<file path="config.mk">
export PLATFORM = sky130hd
export DESIGN_NAME = oddss_status_delay
export DESIGN_NICKNAME = d
export VERILOG_FILES = /design/src/rtl/oddss_pkg.sv /design/src/rtl/oddss_delay_group.sv /design/src/rtl/oddss_status_delay.sv
export SDC_FILE = /design/constraint.sdc
export NUM_CORES = 1
export LEC_CHECK = 0
export BUFFER_PORTS_ARGS = -buffer_cell sky130_fd_sc_hd__buf_2
export CORE_ASPECT_RATIO = 0.7
export CORE_MARGIN = 2
export CORE_UTILIZATION = 55
export CTS_CLUSTER_SIZE = 25
export DETAILED_ROUTE_END_ITERATION = 10
export PLACE_DENSITY_LB_ADDON = 0.05
export SKIP_LAST_GASP = 1
export SYNTH_ARGS = -nofsm -noshare
export SYNTH_HDL_FRONTEND = slang
export SYNTH_SLANG_ARGS = --single-unit
</file>
<file path="constraint.sdc">
create_clock -name clk_i -period 4.1 [get_ports clk_i]
set_input_delay 0.205 -clock clk_i [delete_from_list [all_inputs] [get_ports clk_i]]
set_output_delay 0.205 -clock clk_i [all_outputs]
set_load 0.02 [all_outputs]
</file>
<file path="src/rtl/oddss_pkg.sv">
package oddss_pkg;

	// ==========================================================
	// Sizes
	localparam int GROUPS      = 6;
	localparam int STATUS_PINS = 5;
	localparam int INPUTS      = 2;
	localparam int DLY_W       = 10;
	localparam int N2_W        = 18;
	localparam int LOS_W       = 16;
	localparam int SEL_W       = 5;

	// ==========================================================
	// Delay figures, in distribution clock cycles
	localparam logic [DLY_W-1:0] DDLY_MIN   = 10'h005;
	localparam logic [DLY_W-1:0] DDLY_MAX   = 10'h20a;
	localparam logic [DLY_W-1:0] SYNC_LAT   = 10'h006;
	localparam logic [DLY_W-1:0] CNT_WHOLE  = 10'h001;
	localparam logic [DLY_W-1:0] CNT_EARLY  = 10'h002;

	// ==========================================================
	// Calibration timing
	localparam int CLK_PERIOD_NS = 40;
	localparam int CAL_TIME_NS   = 10000;
	localparam int CAL_CYCLES    = (CAL_TIME_NS + CLK_PERIOD_NS - 1) / CLK_PERIOD_NS;
	localparam int CAL_W         = 9;
	localparam logic [CAL_W-1:0] CAL_LAST = CAL_W'(CAL_CYCLES - 1);

	// ==========================================================
	// Types
	typedef struct packed {
		logic ld1;
		logic ld2;
		logic holdover;
		logic dac_locked;
		logic dac_rail;
		logic dac_low;
		logic dac_high;
	} oddss_flags_type;

	typedef struct packed {
		logic [DLY_W-1:0] whole;
		logic             half;
		logic             exclude;
	} oddss_delay_cfg_type;

	typedef enum logic [SEL_W-1:0] {
		SRC_LOW       = 5'h00,
		SRC_LD1       = 5'h01,
		SRC_LD2       = 5'h02,
		SRC_LD_BOTH   = 5'h03,
		SRC_HOLDOVER  = 5'h04,
		SRC_DAC_LOCK  = 5'h05,
		SRC_DAC_RAIL  = 5'h06,
		SRC_DAC_LOW   = 5'h07,
		SRC_DAC_HIGH  = 5'h08,
		SRC_R1_DIV    = 5'h09,
		SRC_N1_DIV    = 5'h0a,
		SRC_R2_DIV    = 5'h0b,
		SRC_N2_DIV    = 5'h0c,
		SRC_R1_HALF   = 5'h0d,
		SRC_N1_HALF   = 5'h0e,
		SRC_R2_HALF   = 5'h0f,
		SRC_N2_HALF   = 5'h10,
		SRC_LOS0      = 5'h11,
		SRC_LOS1      = 5'h12,
		SRC_SEL0      = 5'h13,
		SRC_SEL1      = 5'h14,
		SRC_READBACK  = 5'h15
	} oddss_src_type;

	typedef enum logic {
		CAL_IDLE = 1'b0,
		CAL_RUN  = 1'b1
	} oddss_cal_state_type;

endpackage

</file>
<file path="src/rtl/oddss_delay_group.sv">
`timescale 1ns/1ns
module oddss_delay_group
	import oddss_pkg::*;
(
	// Clock and reset
	input  wire logic                clk_i,
	input  wire logic                arst_n_i,
	// Configuration and synchronisation
	input  wire oddss_delay_cfg_type cfg_i,
	input  wire logic                sync_hold_i,
	input  wire logic                sync_release_i,
	// Result
	output logic                     group_o,
	output logic [DLY_W-1:0]         loaded_delay_o
);

	logic [DLY_W-1:0] loaded;
	logic [DLY_W-1:0] cnt;
	logic             whole_gate;
	logic             early_gate;
	logic             half_gate;
	logic [DLY_W:0]   since_release;
	logic             take;
	logic [DLY_W-1:0] clamped;

	assign take = !cfg_i.exclude;

	// ==========================================================
	// Delay captured at the sync event
	always_comb
	begin
		clamped = cfg_i.whole;
		if (clamped < DDLY_MIN)
			clamped = DDLY_MIN;
		else if (clamped > DDLY_MAX)
			clamped = DDLY_MAX;
	end

	always_ff @(posedge clk_i or negedge arst_n_i)
	begin
		if (!arst_n_i)
			loaded <= DDLY_MIN;
		else if (sync_hold_i && take)
			loaded <= clamped;
	end

	// ==========================================================
	// Countdown on the distribution clock
	always_ff @(posedge clk_i or negedge arst_n_i)
	begin
		if (!arst_n_i)
			cnt <= '0;
		else if (take && sync_hold_i)
			cnt <= '0;
		else if (take && sync_release_i)
			cnt <= SYNC_LAT + loaded;
		else if (cnt != '0)
			cnt <= cnt - CNT_WHOLE;
	end

	always_ff @(posedge clk_i or negedge arst_n_i)
	begin
		if (!arst_n_i)
		begin
			whole_gate <= 1'b1;
			early_gate <= 1'b1;
		end
		else if (take && (sync_hold_i || sync_release_i))
		begin
			whole_gate <= 1'b0;
			early_gate <= 1'b0;
		end
		else
		begin
			if (cnt == CNT_WHOLE)
				whole_gate <= 1'b1;
			if (cnt == CNT_EARLY)
				early_gate <= 1'b1;
		end
	end

	// Half step: launch from the falling edge, half a cycle ahead
	always_ff @(negedge clk_i or negedge arst_n_i)
	begin
		if (!arst_n_i)
			half_gate <= 1'b1;
		else
			half_gate <= early_gate;
	end

	// Half-step bit acts at once, no sync needed
	assign group_o        = cfg_i.half ? half_gate : whole_gate;
	assign loaded_delay_o = loaded;

	// ==========================================================
	// Checks
	always_ff @(posedge clk_i or negedge arst_n_i)
	begin
		if (!arst_n_i)
			since_release <= '0;
		else if (take && sync_release_i)
			since_release <= '0;
		else if (since_release != {(DLY_W+1){1'b1}})
			since_release <= since_release + 1'b1;
	end

	property p_whole_rise;
		@(posedge clk_i) disable iff (!arst_n_i)
		$rose(whole_gate) |-> (since_release == {1'b0, SYNC_LAT + loaded});
	endproperty
	a_whole_rise: assert property (p_whole_rise)
		else $error("whole-cycle launch at wrong cycle");

	property p_held_low;
		@(posedge clk_i) disable iff (!arst_n_i)
		(sync_hold_i && take) |=> !whole_gate && !early_gate;
	endproperty
	a_held_low: assert property (p_held_low)
		else $error("included group not held low during sync");

	property p_excluded_keep;
		@(posedge clk_i) disable iff (!arst_n_i)
		cfg_i.exclude |=> $stable(loaded);
	endproperty
	a_excluded_keep: assert property (p_excluded_keep)
		else $error("excluded group took a new delay");

	property p_half_lead;
		@(posedge clk_i) disable iff (!arst_n_i)
		($rose(early_gate) && !sync_hold_i && !sync_release_i) |-> !whole_gate ##1 whole_gate;
	endproperty
	a_half_lead: assert property (p_half_lead)
		else $error("half-step launch not one half cycle early");

	property p_delay_range;
		@(posedge clk_i) disable iff (!arst_n_i)
		(loaded >= DDLY_MIN) && (loaded <= DDLY_MAX);
	endproperty
	a_delay_range: assert property (p_delay_range)
		else $error("loaded delay outside range");

endmodule

</file>
<file path="src/rtl/oddss_status_delay.sv">
`timescale 1ns/1ns
module oddss_status_delay
	import oddss_pkg::*;
(
	// Clock and reset
	input  wire logic                                 clk_i,
	input  wire logic                                 arst_n_i,
	// Status sources
	input  wire oddss_flags_type                      flags_i,
	input  wire logic                                 loop1_reference_divider_i,
	input  wire logic                                 loop1_feedback_divider_i,
	input  wire logic                                 loop2_reference_divider_i,
	input  wire logic                                 loop2_feedback_divider_i,
	input  wire logic                                 readback_data_i,
	input  wire logic                                 active_input_i,
	input  wire logic [STATUS_PINS-1:0][SEL_W-1:0]    status_select_i,
	output logic      [STATUS_PINS-1:0]               status_o,
	// Loss of signal
	input  wire logic [INPUTS-1:0]                    clock_input_i,
	input  wire logic                                 signal_loss_detect_enable_i,
	input  wire logic [LOS_W-1:0]                     signal_loss_timeout_threshold_i,
	output logic      [INPUTS-1:0]                    input_signal_lost_flag_o,
	// Oscillator calibration
	input  wire logic                                 loop2_feedback_write_i,
	input  wire logic [N2_W-1:0]                      loop2_feedback_divide_value_i,
	input  wire logic [N2_W-1:0]                      loop2_calibration_divide_value_i,
	output logic                                      cal_busy_o,
	output logic      [N2_W-1:0]                      loop2_feedback_active_o,
	// Distribution step
	input  wire logic                                 oscillator_divider_bypass_i,
	input  wire logic [3:0]                           oscillator_divide_ratio_i,
	output logic      [3:0]                           delay_step_ratio_o,
	// Output group delay
	input  wire logic                                 sync_n_i,
	input  wire oddss_delay_cfg_type [GROUPS-1:0]     group_cfg_i,
	output logic      [GROUPS-1:0]                    group_o,
	output logic      [GROUPS-1:0][DLY_W-1:0]         loaded_delay_o
);

	// ==========================================================
	// Divider outputs, divide-by-two versions
	logic [3:0] div_pulse;
	logic [3:0] div_half;

	assign div_pulse = {loop2_feedback_divider_i, loop2_reference_divider_i,
		loop1_feedback_divider_i, loop1_reference_divider_i};

	always_ff @(posedge clk_i or negedge arst_n_i)
	begin
		if (!arst_n_i)
			div_half <= '0;
		else
			div_half <= div_half ^ div_pulse;
	end

	property p_half_hold;
		@(posedge clk_i) disable iff (!arst_n_i)
		!div_pulse[3] |=> $stable(div_half[3]);
	endproperty
	a_half_hold: assert property (p_half_hold)
		else $error("half-rate output moved without a comparison");

	// ==========================================================
	// Loss of signal per clock input
	logic [INPUTS-1:0][2:0]       in_sync;
	logic [INPUTS-1:0]            in_level;
	logic [INPUTS-1:0][LOS_W-1:0] quiet_cnt;

	genvar gi;
	generate
		for (gi = 0; gi < INPUTS; gi++)
		begin : g_los
			always_ff @(posedge clk_i or negedge arst_n_i)
			begin
				if (!arst_n_i)
				begin
					in_sync[gi]  <= '0;
					in_level[gi] <= 1'b0;
				end
				else
				begin
					in_sync[gi] <= {in_sync[gi][1:0], clock_input_i[gi]};
					if (in_sync[gi][1] == in_sync[gi][2])
						in_level[gi] <= in_sync[gi][2];
				end
			end

			always_ff @(posedge clk_i or negedge arst_n_i)
			begin
				if (!arst_n_i)
					quiet_cnt[gi] <= '0;
				else if ((in_sync[gi][1] == in_sync[gi][2]) && (in_sync[gi][2] != in_level[gi]))
					quiet_cnt[gi] <= '0;
				else if (quiet_cnt[gi] != {LOS_W{1'b1}})
					quiet_cnt[gi] <= quiet_cnt[gi] + 1'b1;
			end

			always_ff @(posedge clk_i or negedge arst_n_i)
			begin
				if (!arst_n_i)
					input_signal_lost_flag_o[gi] <= 1'b0;
				else
					input_signal_lost_flag_o[gi] <= signal_loss_detect_enable_i
						&& (quiet_cnt[gi] >= signal_loss_timeout_threshold_i);
			end

			property p_los_enable;
				@(posedge clk_i) disable iff (!arst_n_i)
				!signal_loss_detect_enable_i |=> !input_signal_lost_flag_o[gi];
			endproperty
			a_los_enable: assert property (p_los_enable)
				else $error("loss flag set while detection disabled");
		end
	endgenerate

	// ==========================================================
	// Status pin source selection
	logic [INPUTS-1:0] in_selected;

	assign in_selected = {active_input_i, !active_input_i};

	generate
		for (gi = 0; gi < STATUS_PINS; gi++)
		begin : g_pin
			logic next_status;

			always_comb
			begin
				unique case (oddss_src_type'(status_select_i[gi]))
					SRC_LD1:      next_status = flags_i.ld1;
					SRC_LD2:      next_status = flags_i.ld2;
					SRC_LD_BOTH:  next_status = flags_i.ld1 && flags_i.ld2;
					SRC_HOLDOVER: next_status = flags_i.holdover;
					SRC_DAC_LOCK: next_status = flags_i.dac_locked;
					SRC_DAC_RAIL: next_status = flags_i.dac_rail;
					SRC_DAC_LOW:  next_status = flags_i.dac_low;
					SRC_DAC_HIGH: next_status = flags_i.dac_high;
					SRC_R1_DIV:   next_status = div_pulse[0];
					SRC_N1_DIV:   next_status = div_pulse[1];
					SRC_R2_DIV:   next_status = div_pulse[2];
					SRC_N2_DIV:   next_status = div_pulse[3];
					SRC_R1_HALF:  next_status = div_half[0];
					SRC_N1_HALF:  next_status = div_half[1];
					SRC_R2_HALF:  next_status = div_half[2];
					SRC_N2_HALF:  next_status = div_half[3];
					SRC_LOS0:     next_status = input_signal_lost_flag_o[0];
					SRC_LOS1:     next_status = input_signal_lost_flag_o[1];
					SRC_SEL0:     next_status = in_selected[0];
					SRC_SEL1:     next_status = in_selected[1];
					SRC_READBACK: next_status = readback_data_i;
					default:      next_status = 1'b0;
				endcase
			end

			always_ff @(posedge clk_i or negedge arst_n_i)
			begin
				if (!arst_n_i)
					status_o[gi] <= 1'b0;
				else
					status_o[gi] <= next_status;
			end

			property p_pin_pulse;
				@(posedge clk_i) disable iff (!arst_n_i)
				(status_select_i[gi] == SRC_N2_DIV) |=> (status_o[gi] == $past(loop2_feedback_divider_i));
			endproperty
			a_pin_pulse: assert property (p_pin_pulse)
				else $error("divider pulse not shown on status pin");

			property p_pin_sel;
				@(posedge clk_i) disable iff (!arst_n_i)
				(status_select_i[gi] == SRC_SEL1 && active_input_i) |=> status_o[gi];
			endproperty
			a_pin_sel: assert property (p_pin_sel)
				else $error("selected-input indication missing");
		end
	endgenerate

	// ==========================================================
	// Oscillator calibration
	oddss_cal_state_type cal_state;
	logic [CAL_W-1:0]    cal_cnt;

	always_ff @(posedge clk_i or negedge arst_n_i)
	begin
		if (!arst_n_i)
		begin
			cal_state <= CAL_IDLE;
			cal_cnt   <= '0;
		end
		else if (loop2_feedback_write_i)
		begin
			cal_state <= CAL_RUN;
			cal_cnt   <= '0;
		end
		else
		begin
			unique case (cal_state)
				CAL_IDLE: cal_cnt <= '0;
				CAL_RUN:
				begin
					cal_cnt <= cal_cnt + 1'b1;
					if (cal_cnt == CAL_LAST)
						cal_state <= CAL_IDLE;
				end
			endcase
		end
	end

	always_ff @(posedge clk_i or negedge arst_n_i)
	begin
		if (!arst_n_i)
			loop2_feedback_active_o <= '0;
		else if (cal_state == CAL_RUN || loop2_feedback_write_i)
			loop2_feedback_active_o <= loop2_calibration_divide_value_i;
		else
			loop2_feedback_active_o <= loop2_feedback_divide_value_i;
	end

	assign cal_busy_o = (cal_state == CAL_RUN);

	property p_cal_start;
		@(posedge clk_i) disable iff (!arst_n_i)
		loop2_feedback_write_i |=> cal_busy_o [*8];
	endproperty
	a_cal_start: assert property (p_cal_start)
		else $error("write did not start calibration");

	property p_cal_value;
		@(posedge clk_i) disable iff (!arst_n_i)
		(cal_busy_o && $stable(loop2_calibration_divide_value_i)) |=>
			(loop2_feedback_active_o == $past(loop2_calibration_divide_value_i));
	endproperty
	a_cal_value: assert property (p_cal_value)
		else $error("calibration divide value not in use");

	// ==========================================================
	// Distribution step size
	always_ff @(posedge clk_i or negedge arst_n_i)
	begin
		if (!arst_n_i)
			delay_step_ratio_o <= 4'h1;
		else
			delay_step_ratio_o <= oscillator_divider_bypass_i ? 4'h1 : oscillator_divide_ratio_i;
	end

	// ==========================================================
	// Sync input and output groups
	logic [2:0] sync_sync;
	logic       sync_hold;
	logic       sync_release;

	always_ff @(posedge clk_i or negedge arst_n_i)
	begin
		if (!arst_n_i)
		begin
			sync_sync <= 3'h7;
			sync_hold <= 1'b0;
		end
		else
		begin
			sync_sync <= {sync_sync[1:0], sync_n_i};
			if (sync_sync[1] == sync_sync[2])
				sync_hold <= !sync_sync[2];
		end
	end

	assign sync_release = sync_hold && (sync_sync[1] == sync_sync[2]) && sync_sync[2];

	// Relative delay falls out of independent per-group counts
	generate
		for (gi = 0; gi < GROUPS; gi++)
		begin : g_grp
			oddss_delay_group u_grp (
				.clk_i          (clk_i),
				.arst_n_i       (arst_n_i),
				.cfg_i          (group_cfg_i[gi]),
				.sync_hold_i    (sync_hold && !sync_release),
				.sync_release_i (sync_release),
				.group_o        (group_o[gi]),
				.loaded_delay_o (loaded_delay_o[gi])
			);
		end
	endgenerate

endmodule

</file>
==> report_table.html <==
<table>
<tr><th>Metric</th><th>Value</th></tr>
<tr><th colspan="2">Status</th></tr>
<tr><td>Run status</td><td>completed</td></tr>
<tr><th colspan="2">Setup path</th></tr>
<tr><td>Cell-by-cell listing of the critical path</td><td>mux2_2 -&gt; buf_2</td></tr>
<tr><td>Critical Path Slowest Stage Cell</td><td>dfstp_2</td></tr>
<tr><td>Type of element launching the critical path</td><td>flop</td></tr>
<tr><td>Buf/Inv on CP</td><td>1</td></tr>
<tr><td>Data arrival time of the critical path</td><td>3.42 ns</td></tr>
<tr><td>Delay of the slowest critical-path stage</td><td>0.50 ns</td></tr>
<tr><td>Kind of cell with the highest combined delay on the critical path</td><td>flip-flops</td></tr>
<tr><td>Highest fanout seen on the critical path</td><td>1</td></tr>
<tr><td>Crit path capture type</td><td>output port</td></tr>
<tr><td>WP data required</td><td>3.89 ns</td></tr>
<tr><td>Critical path type</td><td>flop to output port</td></tr>
<tr><th colspan="2">Clocking</th></tr>
<tr><td>Clock insertion delay at the later pin of the skew report</td><td>0.57 ns</td></tr>
<tr><td>Post-cts repair resize count</td><td>0</td></tr>
<tr><td>Cts bufs inserted</td><td>24</td></tr>
<tr><td>Root buffer selected by CTS</td><td>clkbuf_16</td></tr>
<tr><td>Total number of clock tree sinks</td><td>225</td></tr>
<tr><td>CTS clock-pin slew for the worst setup and hold paths</td><td>0.06 ns</td></tr>
<tr><td>Count of H-tree levels built during CTS</td><td>1</td></tr>
<tr><td>Worst-case clock buffer depth</td><td>3</td></tr>
<tr><td>CTS tree</td><td>done</td></tr>
<tr><th colspan="2">Global routing</th></tr>
<tr><td>Global-route wire length before repair</td><td>57.1 mm</td></tr>
<tr><td>GRT Util Overall</td><td>27.6%</td></tr>
<tr><td>Largest net degree at the start of global routing</td><td>73</td></tr>
<tr><td>Sum of overflow across all layers after global routing</td><td>0</td></tr>
<tr><td>Initial antenna violation count</td><td>5</td></tr>
<tr><td>Number of global-route vias before repair</td><td>11400</td></tr>
<tr><th colspan="2">STA</th></tr>
<tr><td>Worst hold margin</td><td>0.0124 ns</td></tr>
<tr><td>Setup repair after global routing missed its margin</td><td>no</td></tr>
<tr><td>Final TNS setup</td><td>0 ns</td></tr>
<tr><td>Fin worst setup slack</td><td>0.471 ns</td></tr>
<tr><td>Final setup fails</td><td>0</td></tr>
<tr><td>Worst slew slack as a fraction of its limit</td><td>20.6%</td></tr>
<tr><td>Clock Skew</td><td>0.0602 ns</td></tr>
<tr><td>Worst-Margin Slew</td><td>1.19 ns</td></tr>
<tr><td>Slew Viols, Final</td><td>0</td></tr>
<tr><td>Final Hold Fails</td><td>0</td></tr>
<tr><th colspan="2">Synth</th></tr>
<tr><td>Synthesized instance count</td><td>1393</td></tr>
<tr><td>Syn Nets</td><td>1633</td></tr>
<tr><td>Library cell occupying the most area in the post-synthesis netlist</td><td>dfrtp_1</td></tr>
<tr><td>Main area contributors after synthesis</td><td>dfrtp_1, dfstp_2, ha_1</td></tr>
<tr><td>Dominant cell by count in the synthesized netlist</td><td>dfrtp_1</td></tr>
<tr><td>Post-synth EDFFs</td><td>0</td></tr>
<tr><td>Warnings, synthesis</td><td>0</td></tr>
<tr><td>#FFs+latches synth</td><td>225</td></tr>
<tr><td>Sequential area share after synthesis</td><td>43.0%</td></tr>
<tr><td>Post-synthesis instance area</td><td>0.0132 mm²</td></tr>
<tr><td>Post-synth top cells</td><td>dfrtp_1, nor2_1, nand2_1, o21ai_0, ha_1</td></tr>
<tr><td>Proportion of register bits with asynchronous set or reset after synthesis</td><td>100%</td></tr>
<tr><td>Syn avg cell area</td><td>9.47 µm²</td></tr>
<tr><td>Most instantiated flip-flop cell in the synthesis netlist</td><td>dfrtp_1</td></tr>
<tr><td>Post-synth top area share</td><td>36.2%</td></tr>
<tr><td>Distinct cells, synth</td><td>70</td></tr>
<tr><th colspan="2">Min path</th></tr>
<tr><td>Path category of the worst min-delay check</td><td>input port to flop</td></tr>
<tr><th colspan="2">Routing</th></tr>
<tr><td>Via-to-Cell Ratio</td><td>5.65</td></tr>
<tr><td>TritonRoute pass-1 iters</td><td>5</td></tr>
<tr><td>Routed len/inst</td><td>16.7 µm</td></tr>
<tr><td>Iteration-0 DRC count of the detailed router</td><td>697</td></tr>
<tr><td>DRC violation count after routing</td><td>0</td></tr>
<tr><td>Vias after detailed routing</td><td>11800</td></tr>
<tr><td>Final ANT Viol Nets</td><td>0</td></tr>
<tr><td>Total detailed-routing wirelength</td><td>35.1 mm</td></tr>
<tr><th colspan="2">Placement</th></tr>
<tr><td>Final HPWL DP</td><td>24.2 mm</td></tr>
<tr><td>Setup WS pre-CTS</td><td>1.07 ns</td></tr>
<tr><td>Weighted congestion at the end of routability-driven global placement</td><td>0.896</td></tr>
<tr><td>Buffers added on ports</td><td>269</td></tr>
<tr><td>Instance area after placement</td><td>0.0148 mm²</td></tr>
<tr><th colspan="2">Flow run</th></tr>
<tr><td>MaxCap Viol Count</td><td>0</td></tr>
<tr><th colspan="2">Final layout</th></tr>
<tr><td>Relative area change from synthesis to final layout</td><td>26.5%</td></tr>
<tr><td>Post-route core utilization</td><td>70.7%</td></tr>
<tr><td>Nets</td><td>1994</td></tr>
<tr><td>Post-route standard cell area excluding fillers</td><td>0.0167 mm²</td></tr>
<tr><td>Layout cells sized above 1</td><td>23.0%</td></tr>
<tr><th colspan="2">Power</th></tr>
<tr><td>Leakage dissipation</td><td>7.61 nW</td></tr>
<tr><td>Power Dens Cells</td><td>498 mW/mm²</td></tr>
<tr><td>Worst-case vdd ir drop</td><td>0.000350 V</td></tr>
<tr><th colspan="2">Floorplanning</th></tr>
<tr><td>I/O pin count</td><td>270</td></tr>
<tr><td>Std cell rows</td><td>47</td></tr>
<tr><td>Starting utilization of the core area</td><td>55.9%</td></tr>
<tr><td>Die boundary height</td><td>134 µm</td></tr>
<tr><td>Die Footprint</td><td>0.0253 mm²</td></tr>
<tr><td>Horizontal extent of the die</td><td>189 µm</td></tr>
<tr><td>Standard cell core area</td><td>0.0236 mm²</td></tr>
</table>
## cells in the final DEF (no fill, tap or decap), drive strengths merged, types with 23 or more instances in the layout
| master | Yosys | routed |
|---|---|---|
| a211oi | 51 | 51 |
| a21oi | 62 | 62 |
| buf | 11 | 273 |
| clkbuf | 34 | 31 |
| dfrtp | 191 | 191 |
| dfstp | 34 | 34 |
| dlygate4sd3 | 0 | 102 |
| ha | 66 | 66 |
| inv | 60 | 66 |
| mux2 | 39 | 39 |
| nand2 | 123 | 123 |
| nand2b | 29 | 29 |
| nand3 | 38 | 38 |
| nand4 | 23 | 23 |
| nor2 | 146 | 146 |
| nor2b | 27 | 27 |
| nor3 | 41 | 41 |
| o21ai | 86 | 86 |
| xnor2 | 65 | 65 |
| xor2 | 50 | 50 |
## logic make-up (layout without fill, tap and decap cells)
group | Yosys count | after routing | share of synthesized area [%]
fa+ha+maj | 71 | 71 | 6.64
xor+xnor | 115 | 115 | 7.64
simple gates | 520 | 520 | 19.9
other cells | 0 | 5 | 0
compound gates | 309 | 309 | 15.3
mux | 48 | 48 | 4.33
flops | 225 | 225 | 43.0
buf+inv | 105 | 484 | 3.21
## sequential cells by signal, summed over array words and instances (netlist names)
name                        count
quiet_cnt                      32
delay_step_ratio_o              4
input_signal_lost_flag_o        2
g_grp.u_grp.loaded_delay_o     60
g_grp.u_grp.early_gate          6
g_grp.u_grp.whole_gate          6
g_grp.u_grp.cnt                60
div_half                        4
sync_sync                       3
cal_cnt                         9
in_sync                         6
cal_busy_o                      1
sync_hold                       1
status_o                        5
loop2_feedback_active_o        18
in_level                        2
g_grp.u_grp.half_gate           6
## worst paths after layout
path | startpoint | to | slack [ns] | cells past startpoint
worst min-delay path | group_cfg_i[65] | g_grp[5].u_grp.loaded_delay_o[3]$_DFFE_PN0P_ | 0.01 | 3
worst max-delay path | g_grp[3].u_grp.half_gate$_DFF_NN1_ | group_o[3] | 0.47 | 2
max in group asynchronous | arst_n_i | g_grp[3].u_grp.half_gate$_DFF_NN1_ | 1.43 | 2
min in group asynchronous | arst_n_i | status_o[2]$_DFF_PN0_ | 0.20 | 2
worst max register to register | g_grp[5].u_grp.early_gate$_DFFE_PN1P_ | g_grp[5].u_grp.half_gate$_DFF_NN1_ | 1.50 | 0
worst min register to register | in_sync[3]$_DFF_PN0_ | in_sync[4]$_DFF_PN0_ | 0.36 | 0
## through the flow
step           cells  total power [mW]
2_1_floorplan   1393              5.13
3_3_place_gp    1939              5.82
3_5_place_dp    1939              5.89
4_1_cts         2090              8.34
5_1_grt         2093              8.83
6_report        2095              8.31
## area by class of cell
type	instances	area (µm²)
Multi-Input combinational cell	1063	7090
Fill cell	1795	6900
Sequential cell	225	5670
Timing Repair Buffer	375	2410
Clock buffer	31	678
Tap cell	318	398
Inverter	59	221
Clock inverter	19	195
Antenna cell	5	12.5
## repair_timing
action	CTS	global route
hold buffers	102	0
setup buffers	0	0
hold endpoints to repair	131	0
## per-layer routing
metal  track usage (%)  routed length, µm  vias to the layer above
li1                  -                  -                     5740
met1              40.1              16500                     5619
met2              42.8              15400                      421
met3              5.51               2480                       59
met4              6.38                728                        2
met5                 0                 13                        -
## power breakdown
part,total [mW],internal [mW],switching (mW)
logic,2.58,1.20,1.39
registers,3.38,2.79,0.588
clock network,2.35,1.43,0.921
total,8.31,5.41,2.89
(Power assumes the default switching activity.)
